### src/design/rxm_map.svh
`ifndef RXM_MAP_SVH
`define RXM_MAP_SVH
// apb byte offsets
`define RXM_CTRL_OFF   12'h000
`define RXM_STAT_OFF   12'h004
`define RXM_ECNT_OFF   12'h008
// control register fields
`define RXM_B_LCODE    0
`define RXM_B_E1       1
`define RXM_B_CRIT     2
`define RXM_B_SRAIL    3
`define RXM_B_BYPASS   4
`define RXM_B_CVMASK   5
`define RXM_B_EZREP    6
`define RXM_CTRL_W     7
`define RXM_CTRL_RST   7'h00
// status register fields
`define RXM_B_AIS      0
`define RXM_B_HOST     1
// alarm windows and zero limits
`define RXM_E1_BLOCK   512
`define RXM_T1_BLOCK   8192
`define RXM_E1_ZEROS   3
`define RXM_T1_ZEROS   9
`define RXM_HDB3_RUN   4
`define RXM_B8ZS_RUN   8
`endif

### src/design/rxm_pkg.sv
package rxm_pkg;
   // decoded configuration of one channel
   typedef struct packed {
      logic host;
      logic ami;
      logic e1;
      logic crit;
      logic single;
      logic bypass;
      logic cvmask;
      logic ezrep;
   } rxm_cfg_t;

   // error events of one received bit
   typedef struct packed {
      logic bpv;
      logic cv;
      logic ez;
   } rxm_err_t;
endpackage

### src/design/rxm_monitor.sv
`timescale 1ns/1ps
// Operation
// - alarm detection only under host register control with clock recovery active
// - e1, criterion 0: alarm after two consecutive 512-bit blocks under 3 zeros
// - e1, criterion 1: alarm after one 512-bit block under 3 zeros
// - e1 criterion 1: alarm clears after a 512-bit block with 3+ zeros
// - t1: alarm when an 8192-bit block holds fewer than 9 zeros
// - t1: alarm clears after an 8192-bit block with 9+ zeros
// - coded lines detect bpv and excess zeros, hdb3 also cv; strap mode reports all
// - ami: only bipolar violations reach the error pin
// - errors reported only in single rail, on the negative rail pin
// - host coded: code violations reported when mask bit 0, hidden when 1
// - host coded: excess zeros reported when bit 1; bpv always reported
// - line code select 1 means ami, 0 means b8zs or hdb3
// - recovery bypass bit 0 recovers clock, 1 bypasses and outputs raw rails
`include "rxm_map.svh"

module rxm_monitor #(
   parameter int T1_BLOCK = `RXM_T1_BLOCK,
   parameter int E1_BLOCK = `RXM_E1_BLOCK
) (
   // apb
   input  wire logic        pclk,
   input  wire logic        presetn,
   input  wire logic        psel,
   input  wire logic        penable,
   input  wire logic        pwrite,
   input  wire logic [11:0] paddr,
   input  wire logic [31:0] pwdata,
   output logic      [31:0] prdata,
   output logic             pready,
   output logic             pslverr,
   // recovered line
   input  wire logic        rx_clk,
   input  wire logic        rx_pos,
   input  wire logic        rx_neg,
   // straps
   input  wire logic        host_mode,
   input  wire logic        line_code_pin,
   input  wire logic        single_rail_pin,
   input  wire logic        e1_pin,
   // outputs
   output logic             rx_data_out,
   output logic             receive_negative_rail,
   output logic             ais_out
);
   import rxm_pkg::*;

   localparam int BW = $clog2(T1_BLOCK);
   localparam int ZW = 4;

   initial begin
      if (T1_BLOCK < E1_BLOCK || E1_BLOCK < 16 || T1_BLOCK > 65536)
         $error("rxm_monitor: unusable block lengths");
   end

   ////////////////////////////////////////////////////////////////////
   // pin synchronisers
   logic [6:0] s1_reg;
   logic [6:0] s2_reg;
   logic       clk_d_reg;

   always_ff @(posedge pclk or negedge presetn) begin
      if (!presetn) begin
         s1_reg    <= 7'h00;
         s2_reg    <= 7'h00;
         clk_d_reg <= 1'b0;
      end else begin
         s1_reg    <= {e1_pin, single_rail_pin, line_code_pin, host_mode,
                       rx_neg, rx_pos, rx_clk};
         s2_reg    <= s1_reg;
         clk_d_reg <= s2_reg[0];
      end
   end

   logic bit_stb;
   logic pos_s;
   logic neg_s;
   assign bit_stb = s2_reg[0] & ~clk_d_reg;
   assign pos_s   = s2_reg[1];
   assign neg_s   = s2_reg[2];

   ////////////////////////////////////////////////////////////////////
   // apb registers
   logic [`RXM_CTRL_W-1:0] ctrl_reg;
   logic [15:0]            ecnt_reg;
   logic                   err_reg;
   logic                   ais_reg;
   logic                   access;
   logic                   hit;
   logic                   wr_done;
   logic                   report;

   assign access = psel & penable & ~pready;
   // a write lands only at the edge that completes the transfer
   assign wr_done = psel & penable & pready & pwrite;
   assign hit = (paddr == `RXM_CTRL_OFF) || (paddr == `RXM_STAT_OFF)
             || (paddr == `RXM_ECNT_OFF);

   // one wait state keeps prdata and pready straight from flops
   always_ff @(posedge pclk or negedge presetn) begin
      if (!presetn) begin
         pready  <= 1'b0;
         pslverr <= 1'b0;
         prdata  <= 32'h0000_0000;
      end else begin
         pready  <= access;
         pslverr <= access & ~hit;
         prdata  <= 32'h0000_0000;
         if (access && !pwrite) begin
            case (paddr)
               `RXM_CTRL_OFF: prdata <= 32'(ctrl_reg);
               `RXM_STAT_OFF: prdata <= 32'({s2_reg[3], ais_reg});
               `RXM_ECNT_OFF: prdata <= 32'(ecnt_reg);
               default:       prdata <= 32'h0000_0000;
            endcase
         end
      end
   end

   always_ff @(posedge pclk or negedge presetn) begin
      if (!presetn)
         ctrl_reg <= `RXM_CTRL_RST;
      else if (wr_done && paddr == `RXM_CTRL_OFF)
         ctrl_reg <= pwdata[`RXM_CTRL_W-1:0];
   end

   // error counter: a write clears it, a new error in that cycle still counts
   always_ff @(posedge pclk or negedge presetn) begin
      if (!presetn)
         ecnt_reg <= 16'h0000;
      else if (wr_done && paddr == `RXM_ECNT_OFF)
         ecnt_reg <= {15'h0000, bit_stb & report};
      else if (bit_stb && report && ecnt_reg != 16'hFFFF)
         ecnt_reg <= ecnt_reg + 16'h0001;
   end

   ////////////////////////////////////////////////////////////////////
   // configuration: register in host mode, straps otherwise
   rxm_cfg_t cfg;
   always_comb begin
      cfg.host   = s2_reg[3];
      cfg.bypass = cfg.host & ctrl_reg[`RXM_B_BYPASS];
      cfg.ami    = cfg.host ? ctrl_reg[`RXM_B_LCODE] : s2_reg[4];
      cfg.e1     = cfg.host ? ctrl_reg[`RXM_B_E1] : s2_reg[6];
      cfg.crit   = ctrl_reg[`RXM_B_CRIT];
      // bypass falls back to raw dual rail, so no error report then
      cfg.single = (cfg.host ? ctrl_reg[`RXM_B_SRAIL] : s2_reg[5]) & ~cfg.bypass;
      cfg.cvmask = cfg.host & ctrl_reg[`RXM_B_CVMASK];
      cfg.ezrep  = ~cfg.host | ctrl_reg[`RXM_B_EZREP];
   end

   ////////////////////////////////////////////////////////////////////
   // line code checking
   logic          seen_m_reg;
   logic          last_pol_reg;
   logic          seen_v_reg;
   logic          last_vpol_reg;
   logic          in_sub_reg;
   logic [ZW-1:0] zrun_reg;
   logic          mark;
   logic          viol;
   logic          sub_ok;
   rxm_err_t      ev;

   function automatic logic [ZW-1:0] run_limit(input logic e1);
      return e1 ? ZW'(`RXM_HDB3_RUN) : ZW'(`RXM_B8ZS_RUN);
   endfunction

   always_comb begin
      mark   = pos_s | neg_s;
      viol   = mark & seen_m_reg & (pos_s == last_pol_reg);
      sub_ok = cfg.e1 ? (zrun_reg >= ZW'(2))
                      : (zrun_reg == ZW'(3)) || (in_sub_reg && zrun_reg == ZW'(1));
      ev.bpv = viol & (cfg.ami | ~sub_ok);
      ev.cv  = ~cfg.ami & cfg.e1 & viol & sub_ok & seen_v_reg
             & (pos_s == last_vpol_reg);
      ev.ez  = ~cfg.ami & ~mark & (zrun_reg == run_limit(cfg.e1) - ZW'(1));
      report = cfg.single & (ev.bpv
             | (ev.cv & ~cfg.cvmask)
             | (ev.ez & cfg.ezrep));
   end

   always_ff @(posedge pclk or negedge presetn) begin
      if (!presetn) begin
         seen_m_reg    <= 1'b0;
         last_pol_reg  <= 1'b0;
         seen_v_reg    <= 1'b0;
         last_vpol_reg <= 1'b0;
         in_sub_reg    <= 1'b0;
         zrun_reg      <= '0;
      end else if (bit_stb) begin
         if (mark) begin
            seen_m_reg   <= 1'b1;
            last_pol_reg <= pos_s;
            zrun_reg     <= '0;
         end else if (zrun_reg != '1) begin
            zrun_reg <= zrun_reg + ZW'(1);
         end
         if (viol) begin
            seen_v_reg    <= 1'b1;
            last_vpol_reg <= pos_s;
         end
         if (viol && sub_ok && !cfg.e1)
            in_sub_reg <= 1'b1;
         else if (zrun_reg >= ZW'(2))
            in_sub_reg <= 1'b0;
      end
   end

   // outputs change only on a bit strobe, so a pulse spans one bit
   always_ff @(posedge pclk or negedge presetn) begin
      if (!presetn) begin
         err_reg               <= 1'b0;
         rx_data_out           <= 1'b0;
         receive_negative_rail <= 1'b0;
      end else if (bit_stb) begin
         err_reg               <= report;
         rx_data_out           <= cfg.single ? mark : pos_s;
         receive_negative_rail <= cfg.single ? report : neg_s;
      end
   end

   ////////////////////////////////////////////////////////////////////
   // alarm indication: zero density per block
   logic [BW-1:0] bcnt_reg;
   logic [ZW-1:0] zcnt_reg;
   logic          prev_low_reg;
   logic          ais_en;
   logic          blk_end;
   logic [ZW-1:0] zeros_now;
   logic          low;

   assign ais_en    = cfg.host & ~cfg.bypass;
   assign blk_end   = bit_stb && bcnt_reg == (cfg.e1 ? BW'(E1_BLOCK - 1)
                                                     : BW'(T1_BLOCK - 1));
   assign zeros_now = (zcnt_reg == '1 || mark) ? zcnt_reg : zcnt_reg + ZW'(1);
   assign low       = zeros_now < (cfg.e1 ? ZW'(`RXM_E1_ZEROS)
                                          : ZW'(`RXM_T1_ZEROS));

   always_ff @(posedge pclk or negedge presetn) begin
      if (!presetn) begin
         bcnt_reg     <= '0;
         zcnt_reg     <= '0;
         prev_low_reg <= 1'b0;
      end else if (!ais_en) begin
         bcnt_reg     <= '0;
         zcnt_reg     <= '0;
         prev_low_reg <= 1'b0;
      end else if (blk_end) begin
         bcnt_reg     <= '0;
         zcnt_reg     <= '0;
         prev_low_reg <= low;
      end else if (bit_stb) begin
         bcnt_reg <= bcnt_reg + BW'(1);
         zcnt_reg <= zeros_now;
      end
   end

   // with criterion 0 clearing also waits for a good block
   always_ff @(posedge pclk or negedge presetn) begin
      if (!presetn)
         ais_reg <= 1'b0;
      else if (!ais_en)
         ais_reg <= 1'b0;
      else if (blk_end && !low)
         ais_reg <= 1'b0;
      else if (blk_end && (!cfg.e1 || cfg.crit || prev_low_reg))
         ais_reg <= 1'b1;
   end

   always_ff @(posedge pclk or negedge presetn) begin
      if (!presetn)
         ais_out <= 1'b0;
      else
         ais_out <= ais_reg;
   end

   ////////////////////////////////////////////////////////////////////
   // assertions
   a_ais_gate: assert property (@(posedge pclk) disable iff (!presetn)
      !ais_en |=> !ais_reg) else $error("alarm set while disabled");
   a_e1_two_blocks: assert property (@(posedge pclk) disable iff (!presetn)
      blk_end && ais_en && cfg.e1 && !cfg.crit && low && !prev_low_reg && !ais_reg
      |=> !ais_reg) else $error("alarm after one bad e1 block");
   a_e1_one_block: assert property (@(posedge pclk) disable iff (!presetn)
      blk_end && ais_en && cfg.e1 && cfg.crit && low |=> ais_reg ##1 ais_out)
      else $error("alarm missed on bad e1 block");
   a_e1_clear: assert property (@(posedge pclk) disable iff (!presetn)
      blk_end && ais_en && cfg.e1 && cfg.crit && !low |=> !ais_reg)
      else $error("alarm kept after good e1 block");
   a_t1_set: assert property (@(posedge pclk) disable iff (!presetn)
      blk_end && ais_en && !cfg.e1 && low |=> ais_reg)
      else $error("alarm missed on bad t1 block");
   a_t1_clear: assert property (@(posedge pclk) disable iff (!presetn)
      blk_end && ais_en && !cfg.e1 && !low |=> !ais_reg)
      else $error("alarm kept after good t1 block");
   a_bpv_report: assert property (@(posedge pclk) disable iff (!presetn)
      bit_stb && ev.bpv && cfg.single |=> receive_negative_rail && err_reg)
      else $error("bipolar violation not reported");
   a_ami_only: assert property (@(posedge pclk) disable iff (!presetn)
      bit_stb && cfg.ami && !viol |=> !err_reg)
      else $error("ami reported non bpv error");
   a_dual_rail: assert property (@(posedge pclk) disable iff (!presetn)
      bit_stb && !cfg.single |=> receive_negative_rail == $past(neg_s) && !err_reg)
      else $error("error reported in dual rail");
   a_cv_mask: assert property (@(posedge pclk) disable iff (!presetn)
      bit_stb && cfg.host && cfg.cvmask && !ev.bpv && !(ev.ez && cfg.ezrep)
      |=> !err_reg) else $error("masked code violation reported");
   a_ez_report: assert property (@(posedge pclk) disable iff (!presetn)
      bit_stb && cfg.single && ev.ez && cfg.ezrep |=> err_reg)
      else $error("excess zeros not reported");
   a_err_width: assert property (@(posedge pclk) disable iff (!presetn)
      !bit_stb |=> $stable(err_reg) && $stable(receive_negative_rail))
      else $error("error pin moved between bits");
   a_ais_out_off: assert property (@(posedge pclk) disable iff (!presetn)
      !ais_en |=> ##1 !ais_out)
      else $error("alarm output kept while disabled");
   a_e1_second_bad: assert property (@(posedge pclk) disable iff (!presetn)
      blk_end && ais_en && cfg.e1 && !cfg.crit && low && prev_low_reg |=> ais_reg)
      else $error("alarm missed after two bad e1 blocks");
   a_strap_all: assert property (@(posedge pclk) disable iff (!presetn)
      bit_stb && !cfg.host && cfg.single && (ev.bpv || ev.cv || ev.ez) |=> err_reg)
      else $error("strap mode error not reported");
   a_single_data: assert property (@(posedge pclk) disable iff (!presetn)
      bit_stb && cfg.single |=> rx_data_out == $past(mark))
      else $error("single rail data wrong");
   a_cv_report: assert property (@(posedge pclk) disable iff (!presetn)
      bit_stb && cfg.single && ev.cv && !cfg.cvmask |=> err_reg)
      else $error("code violation not reported");
   a_ez_mask: assert property (@(posedge pclk) disable iff (!presetn)
      bit_stb && !cfg.ezrep && !ev.bpv && !(ev.cv && !cfg.cvmask) |=> !err_reg)
      else $error("unselected excess zeros reported");
   a_ami_code: assert property (@(posedge pclk) disable iff (!presetn)
      cfg.ami |-> !ev.cv && !ev.ez)
      else $error("ami decoded a coded error");
   a_raw_rails: assert property (@(posedge pclk) disable iff (!presetn)
      bit_stb && cfg.bypass |=> rx_data_out == $past(pos_s)
      && receive_negative_rail == $past(neg_s))
      else $error("bypass rails not raw");
   a_err_clear: assert property (@(posedge pclk) disable iff (!presetn)
      bit_stb && !report |=> !err_reg)
      else $error("error pin high without error");
endmodule // rxm_monitor

### config.mk
export PLATFORM = sky130hd
export DESIGN_NAME = rxm_monitor
export DESIGN_NICKNAME = d
export VERILOG_FILES = /design/src/design/rxm_pkg.sv /design/src/design/rxm_monitor.sv
export VERILOG_INCLUDE_DIRS = /design/src /design/src/design
export SDC_FILE = /design/constraint.sdc
export NUM_CORES = 1
export LEC_CHECK = 0
export BUFFER_PORTS_ARGS = -buffer_cell sky130_fd_sc_hd__buf_4
export CAP_MARGIN = 0
export CORE_MARGIN = 4
export CORE_UTILIZATION = 54
export CTS_CLUSTER_SIZE = 28
export DETAILED_ROUTE_END_ITERATION = 6
export PLACE_DENSITY = 0.8
export SYNTH_ARGS = -nofsm -noshare
export SYNTH_HDL_FRONTEND = slang
export SYNTH_SLANG_ARGS = --single-unit
### constraint.sdc
create_clock -name pclk -period 3.2 [get_ports pclk]
set_input_delay 0 -clock pclk [delete_from_list [all_inputs] [get_ports pclk]]
set_output_delay 0 -clock pclk [all_outputs]
set_load 0.005 [all_outputs]
# Yosys cells after proc, flatten, opt, wreduce, memory -nomap -nowiden
# Cells that the tools add are included.
# totals
reg_bits	103
inputBits	56
out_inout_bits	37
elab_cells	137
# op_classes
add_sub_neg	5
order_cmp	2
n_eq_ne	14
muxes	29
bitwise	38
n_reduce_logical	28
# op_table
op	count
13-bit two-way mux	4
16-bit case mux with 3 select lines	1
16-bit two-way mux	2
32-bit two-way mux	1
4-bit two-way mux	8
1-bit AND	24
16-bit by 1-bit adder with 16-bit output, second input constant	1
16-bit inequality test, second input constant	1
13-bit by 1-bit adder with 13-bit output, second input constant	1
13-bit equality test	1
1-bit two-way mux	13
12-bit by 3-bit equality test with 1-bit output, second input constant	1
12-bit by 4-bit equality test with 1-bit output, second input constant	1
12-bit logical NOT	1
1-bit logical AND	11
1-bit NOT	9
4-bit by 1-bit adder with 4-bit output, second input constant	2
2-bit AND reduction	4
1-bit logical OR	6
2-bit nonzero test	3
1-bit bitwise OR	5
4-bit by 1-bit equality test with 1-bit output, second input constant	1
4-bit by 2-bit equality test with 1-bit output, second input constant	1
4-bit equality test	1
10 further kinds	13

# Longest topological paths before layout
# Gate-level depths: netlist of the first run.
# depth
ltp_word	15
ltp_mapped	10
mapped_depth_nobuf	8

# Worst setup path after synthesis of the first run
# OpenSTA, ideal clock, no wires.
# synth_timing
kind	reg-to-reg
startpoint	reg zcnt_reg[0]
endpoint	reg prev_low_reg
setup_time_ps	78
t_arrival_ps	2452
t_required_ps	3122
setup_slack_ps	670
path_stages_with_launch	9
path_buffers	0
period_less_slack_ps	2530
cell_sequence	dfrtp_1 -> ha_1 -> a311oi_1 -> mux2_2 -> ha_1 -> a221o_1 -> a21oi_1 -> o21ai_0 -> a21oi_1
# synth_via
elab_chain_cells	6
elab_cells_between_ends	7
cone_classes	add/sub: 1; order compare: 1; eq/ne: 1; mux: 3; reduce/logical: 1
# synth_lines
item	line	source
start: declaration	rxm_monitor.sv:227	logic [ZW-1:0] zcnt_reg;
start signal: assignment	rxm_monitor.sv:256	zcnt_reg <= zeros_now;
branches (longest 2 deep; another with 4-bit by 1-bit adder with 4-bit output)	--	
4-bit two-way mux *	rxm_monitor.sv:237	assign zeros_now = (zcnt_reg == '1 || mark) ? zcnt_reg : zcnt_reg + ZW'(1);
4-bit less-than comparator *	rxm_monitor.sv:238	assign low = zeros_now < (cfg.e1 ? ZW'(`RXM_E1_ZEROS)
1-bit two-way mux *	rxm_monitor.sv:250	end else if (blk_end) begin
1-bit two-way mux *	rxm_monitor.sv:246	end else if (!ais_en) begin
end signal: assignment	rxm_monitor.sv:253	prev_low_reg <= low;
end: declaration	rxm_monitor.sv:228	logic prev_low_reg;
# Every way passes the cells marked *. The select of a mux whose other input is x is not followed.
# A chain may end at the register's enable or synchronous reset.

# Worst setup path after layout of the first run
# layout_timing
startpoint	reg zrun_reg[0]
endpoint	reg ecnt_reg[9]
# layout_via
elab_chain_cells	14
elab_cells_between_ends	22
cone_classes	order compare: 1; eq/ne: 3; mux: 1; bitwise: 12; reduce/logical: 5
# layout_lines
item	line	source
start: declaration	rxm_monitor.sv:160	logic [ZW-1:0] zrun_reg;
start signal: assignment	rxm_monitor.sv:198	zrun_reg <= zrun_reg + ZW'(1);
branches (longest 9 deep; another with 4-bit by 2-bit >= comparator with 1-bit output)	--	
1-bit bitwise OR *	rxm_monitor.sv:181	| (ev.ez & cfg.ezrep));
1-bit AND *	rxm_monitor.sv:179	report = cfg.single & (ev.bpv
1-bit logical AND * (2 in series)	rxm_monitor.sv:134	else if (bit_stb && report && ecnt_reg != 16'hFFFF)
2-bit nonzero test (no source line) *	--	
end signal: assignment	rxm_monitor.sv:133	ecnt_reg <= {15'h0000, bit_stb & report};
end signal: assignment	rxm_monitor.sv:135	ecnt_reg <= ecnt_reg + 16'h0001;
end: declaration	rxm_monitor.sv:86	logic [15:0] ecnt_reg;
# Every way passes the cells marked *.

==> results of run 1 <==
-- layout by cell type (no fill, tap or decap), types with 12 or more instances in the layout --
cell	n
buf_4	54
conb_1	16
dfrtp_1	87
dlygate4sd3_1	18
mux2i_1	14
nand2_1	36
nand3_1	15
nand4_1	12
nor2_1	32
o21ai_0	13
-- how the worst max path moves through the flow --
stage / start / to / slack [ns] / depth (start not counted)
2_1_floorplan: zcnt_reg[0]$_DFFE_PN0P_ / prev_low_reg$_DFFE_PN0P_ / 0.67 / 8
3_3_place_gp: zrun_reg[0]$_DFFE_PN0P_ / ecnt_reg[6]$_DFFE_PN0P_ / 0.50 / 8
3_5_place_dp: s2_reg[3]$_DFF_PN0_ / ecnt_reg[6]$_DFFE_PN0P_ / 0.47 / 7
4_1_cts: zrun_reg[0]$_DFFE_PN0P_ / ecnt_reg[9]$_DFFE_PN0P_ / 0.43 / 8
5_1_grt: zrun_reg[0]$_DFFE_PN0P_ / ecnt_reg[9]$_DFFE_PN0P_ / 0.16 / 8
6_report: zrun_reg[0]$_DFFE_PN0P_ / ecnt_reg[9]$_DFFE_PN0P_ / 0.41 / 8
-- cells by family (layout without fill, tap and decap cells) --
| group | after synthesis | in the layout | synth area share [%] |
|---|---|---|---|
| buf+inv | 40 | 97 | 5.62 |
| simple gates | 155 | 155 | 20.0 |
| compound gates | 64 | 64 | 10.6 |
| fa+ha+maj | 8 | 8 | 2.40 |
| flops | 87 | 87 | 52.3 |
| mux | 24 | 24 | 6.13 |
| other cells | 1 | 16 | 0.0901 |
| xor+xnor | 14 | 14 | 2.94 |
-- where the power goes --
part / switching (W) / internal (W) / total, W
clock: 0.000391 / 0.000463 / 0.000855
sequential: 0.0000539 / 0.00114 / 0.00120
combinational: 0.000122 / 0.000113 / 0.000235
-- what timing repair did --
item | 4_1_cts | 5_1_grt
hold endpoints to repair | 105 | 0
resized for setup | 0 | 0
hold buffers | 18 | 0
-- worst register-to-register path: cells and delay by family, from the launching register on --
family          cells  cell delay, ns
simple gates        3            1.24
compound gates      3            0.75
flops               1            0.44
fa+ha+maj           1            0.19
buf+inv             1            0.07
-- per-layer routing --
metal	track usage (%)	vias to the layer above
li1	-	1506
met1	26.9	1550
met2	31.8	101
met3	2.74	11
met4	8.65	0
met5	0	-
-- synth_stat cells (all sizes together), types with 8 or more instances --
| master | number | area (um^2) |
|---|---|---|
| nand3 | 15 | 75.1 |
| ha | 8 | 100 |
| mux2 | 9 | 101 |
| a21oi | 10 | 50.1 |
| a21boi | 8 | 60.1 |
| and2 | 10 | 62.6 |
| buf | 20 | 145 |
| nand4 | 12 | 75.1 |
| mux2i | 15 | 154 |
| nor2 | 33 | 126 |
| or4 | 11 | 82.6 |
| clkbuf | 11 | 52.5 |
| and3 | 9 | 56.3 |
| nand2 | 36 | 135 |
| xor2 | 10 | 87.6 |
| dfrtp | 87 | 2180 |
| inv | 9 | 36.3 |
| o21ai | 13 | 65.1 |
-- layout make-up --
type                            instances  area share [%]
Multi-Input combinational cell        281            36.5
Timing Repair Buffer                   72            11.8
Tap cell                               99            2.50
Sequential cell                        87            43.9
Clock buffer                           10            2.77
Inverter                                9           0.731
Clock inverter                          6            1.84
-- stage by stage --
stage                     std cells  worst slack [ns]  util (%)  hold WS (ns)  cell area [um^2]
after CTS                       564             0.433      67.3        0.0192              4960
after global routing            564             0.162      67.3        0.0658              4960
final                           564             0.414      67.3        0.0296              4960
after global placement          530             0.502      61.8         0.109              4550
after detailed placement        530             0.469      61.8         0.111              4550
after floorplan                 408             0.670         -        -0.296              4220
==> metrics, run 1 <==
I/O pin total 93; Post-synth top flop dfrtp_1; outcome completed; Post-synth ARST share 100%; WL final 8.53 mm; Final Hold Vio Count 0; Data required, critical path 3.45 ns; routed length on met3 522 um; Post-CTS Setup Bufs 0; Yosys cell types 58; via count 3168; Total GRT Usage 19.8%; vias in the first global route 3026; worst flop-to-flop path endpoint ecnt_reg[9]$_DFFE_PN0P_; 1st-iter DRT viols 199; Final setup viols 0; Post-Route Setup TNS 0 ns; die area 9180 um^2; Via density 5.62; Die Span X 95.8 um; WL per Instance 15.1 um; total power 0.00229 W; Worst VDD drop 0.000296 V; Max stage delay cell, worst path or4_1; CP max stage delay 0.66 ns; Buf/Inv on CP 1; CP Max Fanout 27; Clock Path Buffers 2; H-tree depth 3; first-pass GRT wire length 14.1 mm; synthesized flop and latch total 87; synthesized area 4160 um^2; ANT cells 0; Starting Density 56.5%; Core Area 7370 um^2; R2R Path Start zrun_reg[0]$_DFFE_PN0P_; register area share after synthesis 52.3%; IO Port Bufs 51; Post-DRT Antenna Nets 0; Pwr per Cell Area 461 nW/um^2; fmax 0.359 GHz; crit path cell chain inv_1 -> ha_1 -> nor4_1 -> a311oi_1 -> nor3_1 -> o211ai_2 -> or4_1 -> a21boi_0; worst skew pair latency 0.35 ns; final net count 524; critical path class reg -> reg; Max-slew headroom 29.8%; Clock Pin Slew Worst Setup and Hold Paths 0.09 ns; Met2 Wirelength 3.99 mm; P_leak 2.32 nW; combined area of the multi-input logic cells 1810 um^2; DR top layer met4; Pins Over Slew Limit 0; worst hold path depth 3; HP Class in -> reg; EDFF count, synth 0; share of layout cells above drive strength 1 18.5%; router iterations before antenna repair 4; Final Cycle Share 87.0%; Num CTS Buffers 9; Period minus WS final 2.79 ns; Clock Skew 0.0137 ns; Top delay family on crit path simple AND/OR/NAND/NOR gates; DRC 0; CP Launch Type register; Hold Startpoint paddr[2]; RSZ-0062 raised after global routing no; Root Driver clkbuf_8; worst reg-to-reg path cell count 8; yosys warns 0; wire length on met1 3.90 mm; Max-Cap Viols 0; worst slew pin tran 1.05 ns; antenna violations before repair 0; hold path endpoint pslverr$_DFF_PN0_; area grow syn2layout 19.1%; Post-Syn Area per Cell 10.6 um^2; total grt overflow 0; Fillers 579; largest net degree at the start of global routing 88; Post-Syn Instances 393; Post-DP HPWL 5.87 mm; WP data arrival 3.04 ns; CTS tree yes; Sink Count 87; r2r setup slk 0.41 ns; Placer Congestion 0.850; die height 95.8 um; Crit. End Element register; Sequential Area 2180 um^2; num rows 31
Note: power is estimated with default switching activity, not from simulation.
==> run 2: changes to the inputs <==
CORE_UTILIZATION = 49   (was 54)
PLACE_DENSITY = 0.76   (was 0.8)
clock period = 2.4 ns   (was 3.2 ns; I/O delays follow)
==> run 2 against run 1 <==
Effect of this change:
- power is 30% higher
- largest cell class unchanged
- clock-buffer cell count is the same
- cell count rose by 4.8%
- first-iteration DRC count is 15% lower
- setup slack got worse by 0.36 ns
==> metrics, run 2 (synthesis gave the netlist of run 1 again) <==
Met2 Wirelength 4.43 mm; most frequent cells in the layout dfrtp_1 (86), buf_4 (74), nand2_1 (36); worst skew pair latency 0.36 ns; CP Max Fanout 26; IO Port Bufs 51; Final Hold Vio Count 0; die height 100 um; total power 0.00297 W; WL per Instance 15.6 um; 1st-iter DRT viols 170; Switch Pwr 0.000777 W; Total GRT Usage 19.5%; most common cell after layout, fill and taps aside dfrtp_1; DR top layer met4; routed length on met3 469 um; Clock Skew 0.0167 ns; clock share of power 34.2%; I/O pin total 93; Post-DRT Antenna Nets 0; Pins Over Slew Limit 0; Placer Congestion 0.835; CP max stage delay 0.54 ns; largest net degree at the start of global routing 52; Via density 5.54; Root Driver clkbuf_8; Final Cycle Share 97.7%; Worst VDD drop 0.000240 V; R2R Path Start zrun_reg[0]$_DFFE_PN0P_; Clock Pin Slew Worst Setup and Hold Paths 0.09 ns; ANT cells 0; Crit. End Element register; worst slew pin tran 0.695 ns; Starting Density 50.4%; outcome completed; Max stage delay cell, worst path or4_1; Buf/Inv on CP 2; DRC 0; Post-DP HPWL 6.31 mm; Max-slew headroom 53.5%; via count 3274; final net count 545; die area 10000 um^2; HP Class in -> reg; fin worst setup slack 0.0556 ns; Max-Cap Viols 0; fmax 0.427 GHz; P_leak 2.44 nW; crit path from zrun_reg[0]$_DFFE_PN0P_; Hold Startpoint paddr[2]; total grt overflow 0; Data required, critical path 2.64 ns; WL final 9.20 mm; area grow syn2layout 24.6%; pre-CTS setup slack -0.0607 ns; H-tree depth 3; internal power 0.00219 W; Final setup viols 0; Period minus WS final 2.34 ns; first-pass GRT wire length 15.5 mm; CTS tree yes; Die Span X 100 um; vias in the first global route 3290; Top delay family on crit path simple AND/OR/NAND/NOR gates; critical path class reg -> reg; Sequential Power Share 53.6%; Num CTS Buffers 9; RSZ-0062 raised after global routing yes; Sw Share 26.1%; CP Launch Type register; antenna violations before repair 0; Sink Count 87; num rows 33; Comb power frac 12.2%; crit path cell chain inv_1 -> ha_1 -> nor4_4 -> a311oi_1 -> nor3_2 -> o211ai_2 -> buf_12 -> or4_1 -> mux2i_1; Core Area 8260 um^2; router iterations before antenna repair 4; Pwr per Cell Area 573 nW/um^2; Clock Path Buffers 2; share of layout cells above drive strength 1 24.1%; WP data arrival 2.58 ns; wire length on met1 4.11 mm
-- run 2: changes by cell type in the layout (fill, tap and decap cells not counted), moves of 2 or more --
cell	delta
buf_4	+20
a21boi_0	-7
a21boi_1	+7
clkinv_4	+2
clkinvlp_4	-2
ha_1	-2
-- run 2: power by group through the flow --
stage | Combinational (W) | Sequential [W] | Clock (W)
after floorplan | 0.000198 | 0.00160 | 0
after global placement | 0.000310 | 0.00161 | 0
after detailed placement | 0.000324 | 0.00162 | 0
after CTS | 0.000357 | 0.00159 | 0.00104
after global routing | 0.000410 | 0.00160 | 0.00109
final | 0.000363 | 0.00159 | 0.00102
-- run 2: repair_timing --
item / CTS / global route
endpoints found under the hold margin: 67 / 0
pin swaps: 1 / 9
buffers inserted: 3 / 1
setup endpoints to repair: 11 / 11
hold buffers: 18 / 0
gates resized for setup: 4 / 18
-- run 2: path summary, 6_finish.rpt --
kind / to / slack [ns] / depth (start not counted)
setup reg to reg: ecnt_reg[6]$_DFFE_PN0P_ / 0.06 / 9
min in group asynchronous: bcnt_reg[4]$_DFFE_PN0P_ / 0.20 / 2
hold / removal: pslverr$_DFF_PN0_ / 0.02 / 3
max in group asynchronous: prdata[2]$_DFF_PN0_ / 1.46 / 3
hold reg to reg: s2_reg[6]$_DFF_PN0_ / 0.35 / 0
setup / recovery: ecnt_reg[6]$_DFFE_PN0P_ / 0.06 / 9
-- run 2: per-stage QoR --
stage | setup TNS [ns] | instance area, um^2 | instances | utilization (%) | hold WS, ns
after floorplan | 0 | 4230 | 408 | - | -0.296
after global placement | 0 | 4710 | 553 | 57.0 | 0.0556
after detailed placement | -0.224 | 4710 | 553 | 57.0 | 0.0638
after CTS | 0 | 5120 | 590 | 62.0 | 0.0120
after global routing | -0.190 | 5190 | 591 | 62.8 | 0.0478
final | 0 | 5190 | 591 | 62.8 | 0.0181
-- run 2: layout make-up --
| class | count | area (um^2) |
|---|---|---|
| Tap cell | 105 | 131 |
| Fill cell | 679 | 3070 |
| Inverter | 9 | 36.3 |
| Clock buffer | 10 | 128 |
| Multi-Input combinational cell | 281 | 1890 |
| Sequential cell | 87 | 2180 |
| Timing Repair Buffer | 93 | 756 |
| Clock inverter | 6 | 68.8 |
-- run 2: routing by layer --
layer	up-vias	track usage, %
li1	1557	-
met4	0	9.02
met1	1599	26.0
met3	18	4.10
met5	-	0
met2	100	30.8
-- run 2: worst reg2reg max path, delay by kind of cell, from the launching register on --
family | cells | cell delay [ns]
flip-flops | 1 | 0.38
buffers and inverters | 2 | 0.25
multiplexers | 1 | 0.13
AND/OR/NAND/NOR | 3 | 1.00
AO/OA/AOI/OAI | 2 | 0.24
adder cells (fa/ha/maj) | 1 | 0.22
==> run 3: changes to the inputs <==
CORE_UTILIZATION = 54   (was 49)
PLACE_DENSITY = 0.8   (was 0.76)
clock period = 2.3 ns   (was 2.4 ns; I/O delays follow)
==> run 3 against run 2 <==
Effect of this change:
- sequential power up 5%
- sequential share of layout area down 0.95 points
- non-clock buffer count up 4
- combinational power up 7.2%
- flip-flop and latch count unchanged
- die area down 8.5%
==> metrics, run 3 (synthesis gave the netlist of run 1 again) <==
share of layout cells above drive strength 1 26.8%; P_leak 2.48 nW; most common cell after layout, fill and taps aside dfrtp_1; Data required, critical path 2.58 ns; H-tree depth 3; Num CTS Buffers 9; Pwr per Cell Area 588 nW/um^2; Via density 5.56; vias in the first global route 3243; largest net degree at the start of global routing 50; Root Driver clkbuf_8; Period minus WS final 2.27 ns; Top delay family on crit path simple AND/OR/NAND/NOR gates; Die Span X 95.8 um; Buf/Inv on CP 1; IO Port Bufs 51; Max-slew headroom 54.5%; Starting Density 56.5%; critical path class reg -> reg; outcome completed; Clock Pin Slew Worst Setup and Hold Paths 0.08 ns; CP max stage delay 0.49 ns; CP Max Fanout 10; Final Hold Vio Count 0; WP data arrival 2.55 ns; Crit. End Element register; Max-Cap Viols 0; crit path cell chain nor4bb_2 -> a31oi_2 -> o22ai_1 -> o211ai_2 -> buf_6 -> or4b_1 -> a21boi_1; WL final 9.23 mm; Sink Count 87; cell area after placement 4730 um^2; Max stage delay cell, worst path or4b_1; 1st-iter DRT viols 128; Final setup viols 0; area grow syn2layout 27.5%; Core Area 7370 um^2; CTS tree yes; Sequential Area 2180 um^2; worst slew pin tran 0.680 ns; router iterations before antenna repair 4; Clock Skew 0.00872 ns; antenna violations before repair 0; die height 95.8 um; I/O pin total 93; worst skew pair latency 0.36 ns; WL per Instance 15.7 um; num rows 31; die area 9180 um^2; final net count 549; Placer Congestion 0.855; Fin Hold WS 0.0555 ns; Post-DRT Antenna Nets 0; total grt overflow 0; HP Class in -> reg; DRC 0; first-pass GRT wire length 14.9 mm; combined area of the multi-input logic cells 1970 um^2; Pins Over Slew Limit 0; Clock Path Buffers 2; Post-DP HPWL 6.19 mm; post-route cell area 5310 um^2; most frequent cells in the layout dfrtp_1 (85), buf_4 (73), nand2_1 (36); Worst VDD drop 0.000395 V; via count 3268; CP Launch Type register; Final Cycle Share 98.6%; ANT cells 0; fmax 0.441 GHz; RSZ-0062 raised after global routing yes; Total GRT Usage 21.2%; Fillers 501
-- run 3: final cells by class --
cell class | count | area share (%)
Clock buffer | 12 | 2.92
Multi-Input combinational cell | 281 | 37.1
Inverter | 9 | 0.683
Clock inverter | 3 | 0.801
Timing Repair Buffer | 97 | 15.1
Sequential cell | 87 | 41.0
Tap cell | 99 | 2.33
-- run 3: where the power goes --
group          switching [W]  internal [W]
sequential         0.0000738       0.00159
clock               0.000513      0.000554
combinational       0.000195      0.000194
total               0.000781       0.00234
-- run 3: repair_timing --
action / CTS / global route
setup endpoints to repair: 13 / 10
hold buffers: 19 / 0
resized for setup: 11 / 27
pin swaps: 5 / 18
endpoints found under the hold margin: 56 / 0
buffers inserted: 1 / 5
-- run 3: worst paths after layout --
kind                       slack (ns)                        to                 from  depth (start not counted)
max                              0.03  ecnt_reg[14]$_DFFE_PN0P_  s2_reg[1]$_DFF_PN0_                          7
min                              0.06       prdata[6]$_DFF_PN0_             paddr[3]                          3
max reg2reg                      0.03  ecnt_reg[14]$_DFFE_PN0P_  s2_reg[1]$_DFF_PN0_                          7
min reg2reg                      0.35       s2_reg[0]$_DFF_PN0_  s1_reg[0]$_DFF_PN0_                          0
max in group asynchronous        1.53  ecnt_reg[10]$_DFFE_PN0P_              presetn                          3
min in group asynchronous        0.15   bcnt_reg[0]$_DFFE_PN0P_              presetn                          2
-- run 3: worst register-to-register path, cell delays in order, from the launching register on --
cell      delay (ns)
dfrtp_2         0.48
nor4bb_2        0.35
a31oi_2         0.12
o22ai_1         0.24
o211ai_2        0.18
buf_6           0.18
or4b_1          0.49
a21boi_1        0.15
-- run 3: through the flow --
step	setup WS [ns]	total power, W	std cells	util, %	TNS (ns)
after detailed placement	-0.139	0.00202	549	64.2	-1.03
after CTS	-0.00462	0.00312	584	70.2	-0.00462
final	0.0330	0.00312	588	72.1	0
after floorplan	0.0212	0.00188	408	-	0
after global routing	-0.0599	0.00327	588	72.1	-0.263
after global placement	-0.0849	0.00201	549	64.2	-0.384
-- run 3: layer usage --
| metal | GRT usage [%] | part of all wire (%) |
|---|---|---|
| met3 | 5.00 | 5.4 |
| met1 | 28.1 | 44 |
| met5 | 0 | 0 |
| met4 | 8.06 | 1.6 |
| met2 | 34.0 | 49 |
